$ cat src/design/draw_step_pkg.sv
/*
 * Shared definitions for the draw-and-step engine: register offsets,
 * reset values, field layouts and mode encodings.
 * Assumes a 32-bit APB register bus with byte strobes.
 */
package draw_step_pkg;
    // register byte offsets on the APB window
    localparam logic [7:0] OFS_OP = 8'h00;
    localparam logic [7:0] OFS_DST_X = 8'h04;
    localparam logic [7:0] OFS_DST_Y = 8'h08;
    localparam logic [7:0] OFS_DST_W = 8'h0C;
    localparam logic [7:0] OFS_DST_H = 8'h10;
    localparam logic [7:0] OFS_MSK_W = 8'h14;
    localparam logic [7:0] OFS_MSK_H = 8'h18;
    localparam logic [7:0] OFS_MSK_OX = 8'h1C;
    localparam logic [7:0] OFS_MSK_OY = 8'h20;
    localparam logic [7:0] OFS_STEP = 8'h24;
    localparam logic [7:0] OFS_STAT = 8'h28;
    // reset values
    localparam logic [5:0] OP_RST = 6'h00;
    localparam logic [15:0] COORD_RST = 16'h0000;
    localparam logic [15:0] DIM_RST = 16'h0FFF;
    localparam logic [31:0] STEP_RST = 32'h0000_0000;
    // function field value that selects draw-and-step
    localparam logic [1:0] FUNC_STEP = 2'h1;
    localparam logic [7:0] CODE_STOP = 8'h00;
    localparam int STEP_BYTES = 4;
    localparam int STAT_BUSY_BIT = 0;
    localparam int MSB_LANE = 3;

    typedef enum logic [1:0] {MASK_OFF, MASK_BOUND, MASK_FULL} mask_mode_t;
    typedef enum logic [1:0] {DRAW_PLAIN, DRAW_FIRST_NULL, DRAW_LAST_NULL} draw_mode_t;

    // operation register: [5:4] draw mode, [3:2] mask mode, [1:0] function
    typedef struct packed {
        draw_mode_t dmode;
        mask_mode_t mmode;
        logic [1:0] func;
    } op_t;

    // one step code: [7:5] direction, [4] draw, [3:0] step count
    typedef struct packed {
        logic [2:0] dir;
        logic draw;
        logic [3:0] cnt;
    } step_code_t;

    typedef struct packed {
        logic [15:0] x;
        logic [15:0] y;
    } pix_xy_t;
endpackage

$ cat src/design/draw_step_engine.sv
/*
 * Draw-and-step vector engine with destination and mask map scissor.
 * Registers sit behind an APB slave; pixel writes and mask fetches go
 * to a memory port on the same clock with simple req/ack handshakes.
 */
// Our own choices: register access over APB and the placing of the registers.
`timescale 1ns/100ps
`default_nettype none

module draw_step_engine (
    input wire logic pclk,
    input wire logic presetn,
    input wire logic psel,
    input wire logic penable,
    input wire logic pwrite,
    input wire logic [7:0] paddr,
    input wire logic [31:0] pwdata,
    input wire logic [3:0] pstrb,
    output logic [31:0] prdata,
    output logic pready,
    output logic pslverr,
    output var draw_step_pkg::pix_xy_t dst_xy,
    output logic dst_we,
    input wire logic dst_ready,
    output var draw_step_pkg::pix_xy_t mask_xy,
    output logic mask_req,
    input wire logic mask_ack,
    input wire logic mask_bit,
    output logic busy,
    output logic op_done
);
    import draw_step_pkg::*;

    typedef enum {S_IDLE, S_NEXT, S_PIXEL, S_MASK, S_WRITE, S_MOVE} state_t;

    state_t state_r;
    op_t op_r;
    logic [15:0] x_r, y_r, dst_w_r, dst_h_r, msk_w_r, msk_h_r, msk_ox_r, msk_oy_r;
    logic [31:0] codes_r;
    logic [3:0] cval_r;
    logic [1:0] idx_r;
    step_code_t code_r;
    logic [3:0] pix_r;
    pix_xy_t mxy_r;
    logic [31:0] rd_nxt;
    logic addr_ok, apb_wr, apb_setup_rd, step_wr, start;
    logic [15:0] mx_c, my_c, dx_c, dy_c;
    logic in_dest, in_mask, null_px, eligible, last_px, is_stop;

    // zero-wait slave: every access completes in its first access cycle
    assign pready = 1'b1;
    assign apb_wr = psel && penable && pwrite && addr_ok;
    assign apb_setup_rd = psel && !penable && !pwrite;
    assign pslverr = psel && penable && !addr_ok;
    assign step_wr = apb_wr && (paddr == OFS_STEP);
    // only the top byte lane starts; the engine must be idle
    assign start = step_wr && pstrb[MSB_LANE] && (state_r == S_IDLE)
                   && (op_r.func == FUNC_STEP);

    // address decode and read mux
    always_comb begin
        addr_ok = 1'b1;
        rd_nxt = 32'h0000_0000;
        if (paddr == OFS_OP) begin
            rd_nxt = {26'h0000000, op_r};
        end else if (paddr == OFS_DST_X) begin
            rd_nxt = {16'h0000, x_r};
        end else if (paddr == OFS_DST_Y) begin
            rd_nxt = {16'h0000, y_r};
        end else if (paddr == OFS_DST_W) begin
            rd_nxt = {16'h0000, dst_w_r};
        end else if (paddr == OFS_DST_H) begin
            rd_nxt = {16'h0000, dst_h_r};
        end else if (paddr == OFS_MSK_W) begin
            rd_nxt = {16'h0000, msk_w_r};
        end else if (paddr == OFS_MSK_H) begin
            rd_nxt = {16'h0000, msk_h_r};
        end else if (paddr == OFS_MSK_OX) begin
            rd_nxt = {16'h0000, msk_ox_r};
        end else if (paddr == OFS_MSK_OY) begin
            rd_nxt = {16'h0000, msk_oy_r};
        end else if (paddr == OFS_STEP) begin
            rd_nxt = codes_r;
        end else if (paddr == OFS_STAT) begin
            rd_nxt[STAT_BUSY_BIT] = busy;
        end else begin
            addr_ok = 1'b0;
        end
    end

    // read data latched in the setup cycle so it is a flop in access
    always_ff @(posedge pclk or negedge presetn) begin
        if (!presetn) begin
            prdata <= 32'h0000_0000;
        end else if (apb_setup_rd) begin
            prdata <= rd_nxt;
        end
    end

    // configuration registers; map sizes are size minus one
    always_ff @(posedge pclk or negedge presetn) begin
        if (!presetn) begin
            op_r <= op_t'(OP_RST);
            dst_w_r <= DIM_RST;
            dst_h_r <= DIM_RST;
            msk_w_r <= DIM_RST;
            msk_h_r <= DIM_RST;
            msk_ox_r <= COORD_RST;
            msk_oy_r <= COORD_RST;
        end else if (apb_wr) begin
            if (paddr == OFS_OP) op_r <= op_t'(pwdata[5:0]);
            if (paddr == OFS_DST_W) dst_w_r <= pwdata[15:0];
            if (paddr == OFS_DST_H) dst_h_r <= pwdata[15:0];
            if (paddr == OFS_MSK_W) msk_w_r <= pwdata[15:0];
            if (paddr == OFS_MSK_H) msk_h_r <= pwdata[15:0];
            if (paddr == OFS_MSK_OX) msk_ox_r <= pwdata[15:0];
            if (paddr == OFS_MSK_OY) msk_oy_r <= pwdata[15:0];
        end
    end

    // step codes and which byte lanes actually carried a code
    always_ff @(posedge pclk or negedge presetn) begin
        if (!presetn) begin
            codes_r <= STEP_RST;
            cval_r <= 4'h0;
        end else if (start) begin
            codes_r <= pwdata;
            cval_r <= pstrb;
        end
    end

    // direction decode: 0 is +x, then counter-clockwise in 45 degree steps
    always_comb begin
        dx_c = 16'h0000;
        dy_c = 16'h0000;
        case (code_r.dir)
            3'h0: dx_c = 16'h0001;
            3'h1: begin dx_c = 16'h0001; dy_c = 16'hFFFF; end
            3'h2: dy_c = 16'hFFFF;
            3'h3: begin dx_c = 16'hFFFF; dy_c = 16'hFFFF; end
            3'h4: dx_c = 16'hFFFF;
            3'h5: begin dx_c = 16'hFFFF; dy_c = 16'h0001; end
            3'h6: dy_c = 16'h0001;
            default: begin dx_c = 16'h0001; dy_c = 16'h0001; end
        endcase
    end

    // scissor tests; edges are inclusive, values with bit 15 set count as negative and fail
    assign mx_c = x_r - msk_ox_r;
    assign my_c = y_r - msk_oy_r;
    assign in_dest = !x_r[15] && !y_r[15] && (x_r <= dst_w_r)
                     && (y_r <= dst_h_r);
    assign in_mask = !mx_c[15] && !my_c[15] && (mx_c <= msk_w_r)
                     && (my_c <= msk_h_r);
    assign last_px = (pix_r == code_r.cnt);
    // null end pixels judged per code, not per register write
    assign null_px = ((op_r.dmode == DRAW_FIRST_NULL) && (pix_r == 4'h0))
                     || ((op_r.dmode == DRAW_LAST_NULL) && last_px);
    assign eligible = code_r.draw && !null_px && in_dest
                      && ((op_r.mmode == MASK_OFF) || in_mask);
    assign is_stop = (code_r == step_code_t'(CODE_STOP));

    // sequencer: one pixel per visit to S_PIXEL, lowest code first
    always_ff @(posedge pclk or negedge presetn) begin
        if (!presetn) begin
            state_r <= S_IDLE;
            idx_r <= 2'h0;
            code_r <= step_code_t'(CODE_STOP);
            pix_r <= 4'h0;
        end else begin
            case (state_r)
                S_IDLE: begin
                    if (start) begin
                        state_r <= S_NEXT;
                        idx_r <= 2'h0;
                    end
                end
                S_NEXT: begin
                    // lanes left unwritten carry no code and are skipped
                    if (cval_r[idx_r]) begin
                        code_r <= step_code_t'(codes_r[8*idx_r +: 8]);
                        pix_r <= 4'h0;
                        state_r <= S_PIXEL;
                    end else begin
                        idx_r <= idx_r + 2'h1;
                    end
                end
                S_PIXEL: begin
                    if (eligible && (op_r.mmode == MASK_FULL)) state_r <= S_MASK;
                    else if (eligible) state_r <= S_WRITE;
                    else state_r <= S_MOVE;
                end
                S_MASK: begin
                    // one bit per pixel whatever the mask format says
                    if (mask_ack) state_r <= mask_bit ? S_WRITE : S_MOVE;
                end
                S_WRITE: begin
                    if (dst_ready) state_r <= S_MOVE;
                end
                default: begin
                    if (!last_px) begin
                        pix_r <= pix_r + 4'h1;
                        state_r <= S_PIXEL;
                    end else if (is_stop || (idx_r == 2'(STEP_BYTES - 1))) begin
                        state_r <= S_IDLE;
                    end else begin
                        idx_r <= idx_r + 2'h1;
                        state_r <= S_NEXT;
                    end
                end
            endcase
        end
    end

    // destination pointers; software may load them only while idle
    always_ff @(posedge pclk or negedge presetn) begin
        if (!presetn) begin
            x_r <= COORD_RST;
            y_r <= COORD_RST;
        end else if (state_r == S_IDLE) begin
            if (apb_wr && (paddr == OFS_DST_X)) x_r <= pwdata[15:0];
            if (apb_wr && (paddr == OFS_DST_Y)) y_r <= pwdata[15:0];
        end else if ((state_r == S_MOVE) && !last_px) begin
            // draw first, then step; no step after the final pixel
            x_r <= x_r + dx_c;
            y_r <= y_r + dy_c;
        end
    end

    // mask coordinate held steady for the duration of a fetch
    always_ff @(posedge pclk or negedge presetn) begin
        if (!presetn) begin
            mxy_r <= '{x: COORD_RST, y: COORD_RST};
        end else if (state_r == S_PIXEL) begin
            mxy_r <= '{x: mx_c, y: my_c};
        end
    end

    // completion pulse after the last code has run
    always_ff @(posedge pclk or negedge presetn) begin
        if (!presetn) begin
            op_done <= 1'b0;
        end else begin
            op_done <= (state_r == S_MOVE) && last_px
                       && (is_stop || (idx_r == 2'(STEP_BYTES - 1)));
        end
    end

    assign busy = (state_r != S_IDLE);
    assign dst_xy = '{x: x_r, y: y_r};
    assign mask_xy = mxy_r;
    assign dst_we = (state_r == S_WRITE);
    assign mask_req = (state_r == S_MASK);
endmodule // draw_step_engine

`default_nettype wire

$ cat config.mk
export PLATFORM = sky130hd
export DESIGN_NAME = draw_step_engine
export DESIGN_NICKNAME = d
export VERILOG_FILES = /design/src/design/draw_step_pkg.sv /design/src/design/draw_step_engine.sv
export SDC_FILE = /design/constraint.sdc
export NUM_CORES = 1
export LEC_CHECK = 0
export BUFFER_PORTS_ARGS = -buffer_cell sky130_fd_sc_hd__buf_2
export CAP_MARGIN = 20
export CORE_ASPECT_RATIO = 1.75
export CORE_MARGIN = 3
export CORE_UTILIZATION = 30
export CTS_BUF_LIST = sky130_fd_sc_hd__clkbuf_4 sky130_fd_sc_hd__clkbuf_8
export CTS_CLUSTER_DIAMETER = 40
export CTS_CLUSTER_SIZE = 16
export DETAILED_ROUTE_END_ITERATION = 12
export RECOVER_POWER = 100
export SLEW_MARGIN = 15
export SYNTH_ARGS = -nofsm -noshare
export SYNTH_HDL_FRONTEND = slang
export SYNTH_SLANG_ARGS = --single-unit
export TNS_END_PERCENT = 1
$ cat constraint.sdc
create_clock -name pclk -period 4.3 [get_ports pclk]
set_clock_uncertainty 0.05 [all_clocks]
set_input_delay 0.86 -clock pclk [delete_from_list [all_inputs] [get_ports pclk]]
set_output_delay 0.86 -clock pclk [all_outputs]
set_load 0.03 [all_outputs]
======== Word level (Yosys, flattened, before mapping) ========
Cells that the tools add are included.
storage, ports and cells
  bits in registers ....................... 281
  input port bits ......................... 52
  output and inout port bits .............. 102
cells by class
  $add $sub $neg .......................... 6
  order comparisons ....................... 5
  eq/ne operators ......................... 39
  shift operators ......................... 1
  multiplexer cells ....................... 51
  bitwise logic cells ..................... 2
  reduce and logical (&&, ||, !) cells .... 68
operators with widths
  kind                   count
  $mux W32               13
  $pmux W32 S5           1
  $eq A32 B3 Y1 const B  3
  $mux W16               6
  $eq A32 B2 Y1 const B  2
  $eq A32 B4 Y1 const B  2
  $le A16 B16 Y1         4
  $logic_not A32 Y1      2
  $pmux W16 S2           2
  $add A16 B16 Y16       2
  $eq A32 B1 Y1 const B  1
  $eq A8 B5 Y1 const B   4
  $reduce_bool A32 Y1    1
  $shiftx A32 B6 Y8      1
  $sub A16 B16 Y16       2
  $mux W31               1
  $logic_and A1 B1 Y1    27
  $eq A8 B6 Y1 const B   3
  $reduce_and A2 Y1      10
  $mux W1                17
  $eq A8 B4 Y1 const B   2
  $logic_not A8 Y1       2
  $mux W2                5
  $ne A2 B2 Y1 const B   5
  31 further kinds       54

======== Longest topological paths before layout ========
  depth after elaboration ................. 19
  depth in mapped cells ................... 19
  gate-level depth less buffers ........... 19

======== Worst setup path after synthesis ========
Ideal clock, no wire load.
  kind .................................... register -> register
  start point ............................. register x_r[0]
  end point ............................... register state_r[2]
  setup time .............................. 0.145 ns
  data arrival time ....................... 3.923 ns
  setup slack ............................. 0.182 ns
  cell stages (with the launch flop) ...... 19
  cells stage by stage .................... dfrtp_1 > inv_1 > ha_1 > inv_1 > fa_1 > a21o_1 > a211oi_1 > nor2b_1 > o41ai_1 > o211ai_1 > a31o_2 > xor2_1 > ha_1 > and4_1 > nand4_1 > o22ai_1 > a31oi_1 > nor4_1 > a22oi_1
on the way
  elaborated cells between the ends (all ways) .. 15
  those cells by class .................... add/sub: 1; order compare: 2; mux: 2; reduce/logical: 10
RTL lines
  item                    RTL line                 RTL
  start, declared         draw_step_engine.sv:38   logic [15:0] x_r, y_r, dst_w_r, dst_h_r, msk_w_r, msk_h_r, msk_ox_r, msk_oy_r;
  start signal, assigned  draw_step_engine.sv:221  if (apb_wr && (paddr == OFS_DST_X)) x_r <= pwdata[15:0];
  start signal, assigned  draw_step_engine.sv:225  x_r <= x_r + dx_c;
  $sub A16 B16 Y16        draw_step_engine.sv:149  assign mx_c = x_r - msk_ox_r;
  net mx_c[14]            draw_step_engine.sv:47   logic [15:0] mx_c, my_c, dx_c, dy_c;
  $le A16 B16 Y1          draw_step_engine.sv:153  assign in_mask = !mx_c[15] && !my_c[15] && (mx_c <= msk_w_r)
  $logic_and A1 B1 Y1     draw_step_engine.sv:153
  $logic_and A1 B1 Y1     draw_step_engine.sv:154  && (my_c <= msk_h_r);
  $logic_or A1 B1 Y1      draw_step_engine.sv:160  && ((op_r.mmode == MASK_OFF) || in_mask);
  $logic_and A1 B1 Y1     draw_step_engine.sv:160
  $logic_and A1 B1 Y1     draw_step_engine.sv:189  if (eligible && (op_r.mmode == MASK_FULL)) state_r <= S_MASK;
  $mux W3                 draw_step_engine.sv:189
  $pmux W32 S5            draw_step_engine.sv:171  case (state_r)
  end signal, assigned    draw_step_engine.sv:195  if (mask_ack) state_r <= mask_bit ? S_WRITE : S_MOVE;
  end, declared           draw_step_engine.sv:36   state_t state_r;
The timed path passes the listed nets, and every way through them passes these cells.
A chain may end at the register's enable or synchronous reset.

======== Worst setup path after layout ========
  start point ............................. input port paddr[1]
  end point ............................... register prdata[10]
on the way
  word-level cells in the longest chain between the ends .. 11
  elaborated cells between the ends (all ways) .. 20
  those cells by class .................... eq/ne: 9; mux: 10; reduce/logical: 1
RTL lines
  item                  RTL line                RTL
  start, declared       draw_step_engine.sv:16  input wire logic [7:0] paddr,
  $eq A8 B6 Y1          draw_step_engine.sv:82  end else if (paddr == OFS_STEP) begin
  $mux W31              draw_step_engine.sv:82
  $mux W32              draw_step_engine.sv:80  end else if (paddr == OFS_MSK_OY) begin
  $mux W32              draw_step_engine.sv:78  end else if (paddr == OFS_MSK_OX) begin
  $mux W32              draw_step_engine.sv:76  end else if (paddr == OFS_MSK_H) begin
  $mux W32              draw_step_engine.sv:74  end else if (paddr == OFS_MSK_W) begin
  $mux W32              draw_step_engine.sv:72  end else if (paddr == OFS_DST_H) begin
  $mux W32              draw_step_engine.sv:70  end else if (paddr == OFS_DST_W) begin
  $mux W32              draw_step_engine.sv:68  end else if (paddr == OFS_DST_Y) begin
  $mux W32              draw_step_engine.sv:66  end else if (paddr == OFS_DST_X) begin
  $mux W32 (*)          draw_step_engine.sv:64  if (paddr == OFS_OP) begin
  end signal, assigned  draw_step_engine.sv:96  prdata <= rd_nxt;
  end, declared         draw_step_engine.sv:19  output logic [31:0] prdata,
Every way passes the cells marked *; elsewhere a longest branch is shown, timed or not.

==> results.py <==
metrics = {
    "timing": {
        "period_share_pct": 94.9,
        "fmax_mhz": 245,
        "worst_pin_slew_ns": 2.88,
        "maxSlewHeadroom_pct": -91.8,
        "fin_tns_setup_ns": 0,
        "hold_viol": 0,
        "setup_viol": 0,
        "layout_setup_ws_ns": 0.219,
        "finalCriticalPeriod_ns": 4.08,
        "slew_viol_final": 178,
        "whs_ns": 0.427,
    },
    "pwr": {
        "internal-power_mw": 6.25,
        "p_comb_share_pct": 52.3,
        "clockPowerShare_pct": 20.4,
        "p_seq_share_pct": 27.3,
        "irDropWorstVdd_mv": 0.206,
        "swShare_pct": 47.4,
        "leakage_nw": 8.03,
        "p_sw_mw": 5.63,
        "p_per_area_mw_per_mm2": 651,
        "finalPower_mw": 11.9,
    },
    "synthesis": {
        "seq_area_frac_synth_pct": 40.8,
        "synth_area_per_cell_sq_um": 10.0,
        "synthCells": 1562,
        "synth_area_leader_cell": "dfrtp_1",
        "synth_top_area_share_pct": 32.7,
        "synth_cell_types": 76,
        "synthFlopType": "dfrtp_1",
        "synth_nets": 1745,
        "synth_edf_count": 0,
        "synth_area_leaders": "dfrtp_1 33%, mux2_2 13%, ha_1 10%",
        "yosys_register_bits": 252,
        "syn_area_sq_mm": 0.0156,
        "ys_warn_count": 0,
        "synth-async-reset-ratio_pct": 100,
    },
    "setup_path": {
        "cp_num_buf_inv": 3,
        "arrival_ns": 4.55,
        "crit_fanout": 32,
        "worst_path_largest_cell_delay_ns": 1.42,
        "start_kind": "input pin",
        "crit_top_cell": "clkbuf_1",
        "crit_chain": "clkbuf_1 -> clkbuf_1 -> or4b_2 -> nor2_1 -> clkbuf_1 -> a222oi_1 -> a21oi_1 -> a21oi_1 -> a31oi_1",
        "end_kind": "flop",
        "crit_slowest_cell": "clkbuf_1",
        "crit_required_ns": 4.77,
        "cp_top_family": "buffers and inverters",
        "path_class": "in2reg",
    },
    "place": {
        "gp_congestion": 1.03,
        "port_buffers": 152,
        "dp.cells": 2387,
        "pre_cts_ws_ns": 0.0200,
        "dpl_cell_area_sq_mm": 0.0175,
        "dp_hpwl_microns": 50600,
    },
    "cts": {
        "path_clk_slew_ns": 0.08,
        "clk_latency_ns": 0.62,
        "numCtsBuffers": 36,
        "root_buffer": "clkbuf_8",
        "htree_levels": 2,
        "cts.sinks": 252,
        "postCtsHoldBufs": 0,
        "cts_buffer_depth": 3,
        "cts_tree": "yes",
    },
    "floorplanning": {
        "die_height_microns": 308,
        "io_pins": 154,
        "die_w_microns": 178,
        "initial_utilization_pct": 30.3,
        "core_sq_mm": 0.0515,
        "die_area_sq_mm": 0.0549,
        "rows": 110,
    },
    "route": {
        "wl_microns": 64000,
        "vias_per_cell": 5.47,
        "dr_total_vias": 13458,
        "firstDrtPassIters": 6,
        "drt_iter0_markers": 1019,
        "drc_errors": 0,
        "avgRoutedWirePerCell_microns": 26.0,
        "antenna_left": 0,
    },
    "global_route": {
        "grt_max_degree": 108,
        "grt_pass1_wl_microns": 92500,
        "busiest_layer": "met2",
        "use_met3_pct": 2.99,
        "antenna_found_initial": 3,
        "use_met2_pct": 41.2,
        "grt_pass1_vias": 13710,
        "track_usage_pct": 23.0,
        "met1_usage_pct": 23.5,
        "grt-ovfl-total": 0,
    },
    "finish": {
        "final_area_sq_mm": 0.0183,
        "fin_cells": 2462,
        "nFillCells": 5356,
        "area_delta_synth_final_pct": 16.9,
        "utilization_pct": 35.5,
        "nets": 1941,
        "drive_gt1_share_pct": 24.1,
    },
    "run": {
        "cap_violations": 3,
    },
    "outcome": {
        "violations": "max-capacitance violations, max-slew violations",
        "status": "complete, but fails checks",
    },
    "worst_hold_path": {
        "hold_path.class": "reg2reg",
    },
}
## flip-flops by register name, summed over array words and instances, names as in the netlist, 16 cells and up
| register | cells |
|---|---|
| codes_r | 32 |
| mask_xy | 32 |
| prdata | 32 |
| dst_h_r | 16 |
| dst_w_r | 16 |
| msk_h_r | 16 |
| msk_ox_r | 16 |
| msk_oy_r | 16 |
| msk_w_r | 16 |
| x_r | 16 |
| y_r | 16 |
## what timing repair did
action | CTS | global route
pin swaps | 0 | 12
resized for setup | 1 | 14
setup buffers | 0 | 5
setup endpoints to repair | 2 | 4
## cells in the final DEF (no fill, tap or decap), types with 21 or more instances in the layout
| cell type | netlist | layout |
|---|---|---|
| dfrtp_1 | 204 | 204 |
| mux2_2 | 176 | 175 |
| nand2_1 | 136 | 136 |
| ha_1 | 127 | 126 |
| clkbuf_1 | 54 | 116 |
| inv_1 | 116 | 114 |
| nor2_1 | 103 | 103 |
| o21ai_0 | 81 | 80 |
| a21oi_1 | 79 | 77 |
| buf_2 | 2 | 58 |
| dfstp_2 | 48 | 48 |
| buf_4 | 1 | 44 |
| clkbuf_8 | 0 | 39 |
| a31oi_1 | 34 | 34 |
| xnor2_1 | 34 | 34 |
| nand3_1 | 34 | 34 |
| nor3_1 | 26 | 26 |
| o21a_1 | 23 | 23 |
| a21o_1 | 21 | 21 |
## cells by family after synthesis
family	synth area share [%]
xor gates and xnor gates	2.75
other	0.0240
DFF	40.8
adders and majority gates	10.7
muxes	14.3
AOI/OAI and AO/OA	15.4
and+or+nand+nor	11.6
buffers and inverters	4.49
## routing by layer
layer / part of all wire [%] / wire length [microns] / vias to the layer above
met5: 0 / 0 / -
met4: 10 / 6700 / 0
met3: 4.8 / 3050 / 236
met2: 51 / 32600 / 554
met1: 34 / 21600 / 6611
li1: - / - / 6057
## path summary, 6_finish.rpt
path	cells past startpoint	startpoint	end	slack, ns
setup / recovery	9	paddr[1]	prdata[10]	0.22
hold / removal	2	prdata[23]	prdata[23]	0.43
setup reg to reg	20	x_r[0]	state_r[2]	0.22
hold reg to reg	2	prdata[23]	prdata[23]	0.43
max in group asynchronous	2	presetn	op_r[5]	0.69
min in group asynchronous	1	presetn	prdata[31]	1.08
## cell type report
type	count	area (sq um)	area share, %
diodes	4	10.0	0.0548
clock buffers	40	544	2.98
clock inverters	26	370	2.03
inverters	118	443	2.43
multi-input cells	1125	8580	47.0
flip-flops and latches	252	6370	34.9
well taps	672	841	4.61
repair buffers	225	1090	5.99
## power groups by stage
| stage | clock network [mW] | logic (mW) | registers [mW] |
|---|---|---|---|
| finish | 2.42 | 6.21 | 3.25 |
| detailed placement | 0 | 6.17 | 3.29 |
| floorplan | 0 | 3.34 | 3.67 |
| global placement | 0 | 6.10 | 3.27 |
| CTS | 2.48 | 6.22 | 3.24 |
| global route | 2.58 | 6.75 | 3.27 |
## synth_stat cells, drive strengths merged, types with 21 or more instances
library cell	n
dfrtp	204
nand2	136
nor2	104
o21ai	82
a21o	21
inv	117
mux2	176
clkbuf	54
a21oi	79
nor3	26
nand3	34
a31oi	34
dfstp	48
ha	127
o21a	23
xnor2	34
## worst register-to-register path, delay by kind of cell, from the launching register on
kind	cells	cell delay, ns
simple gates	4	0.67
fa+ha+maj	3	0.79
xor+xnor	1	0.15
compound gates	8	1.37
flops	1	0.41
buf+inv	4	0.53
Note: power is estimated with default switching activity, not from simulation.
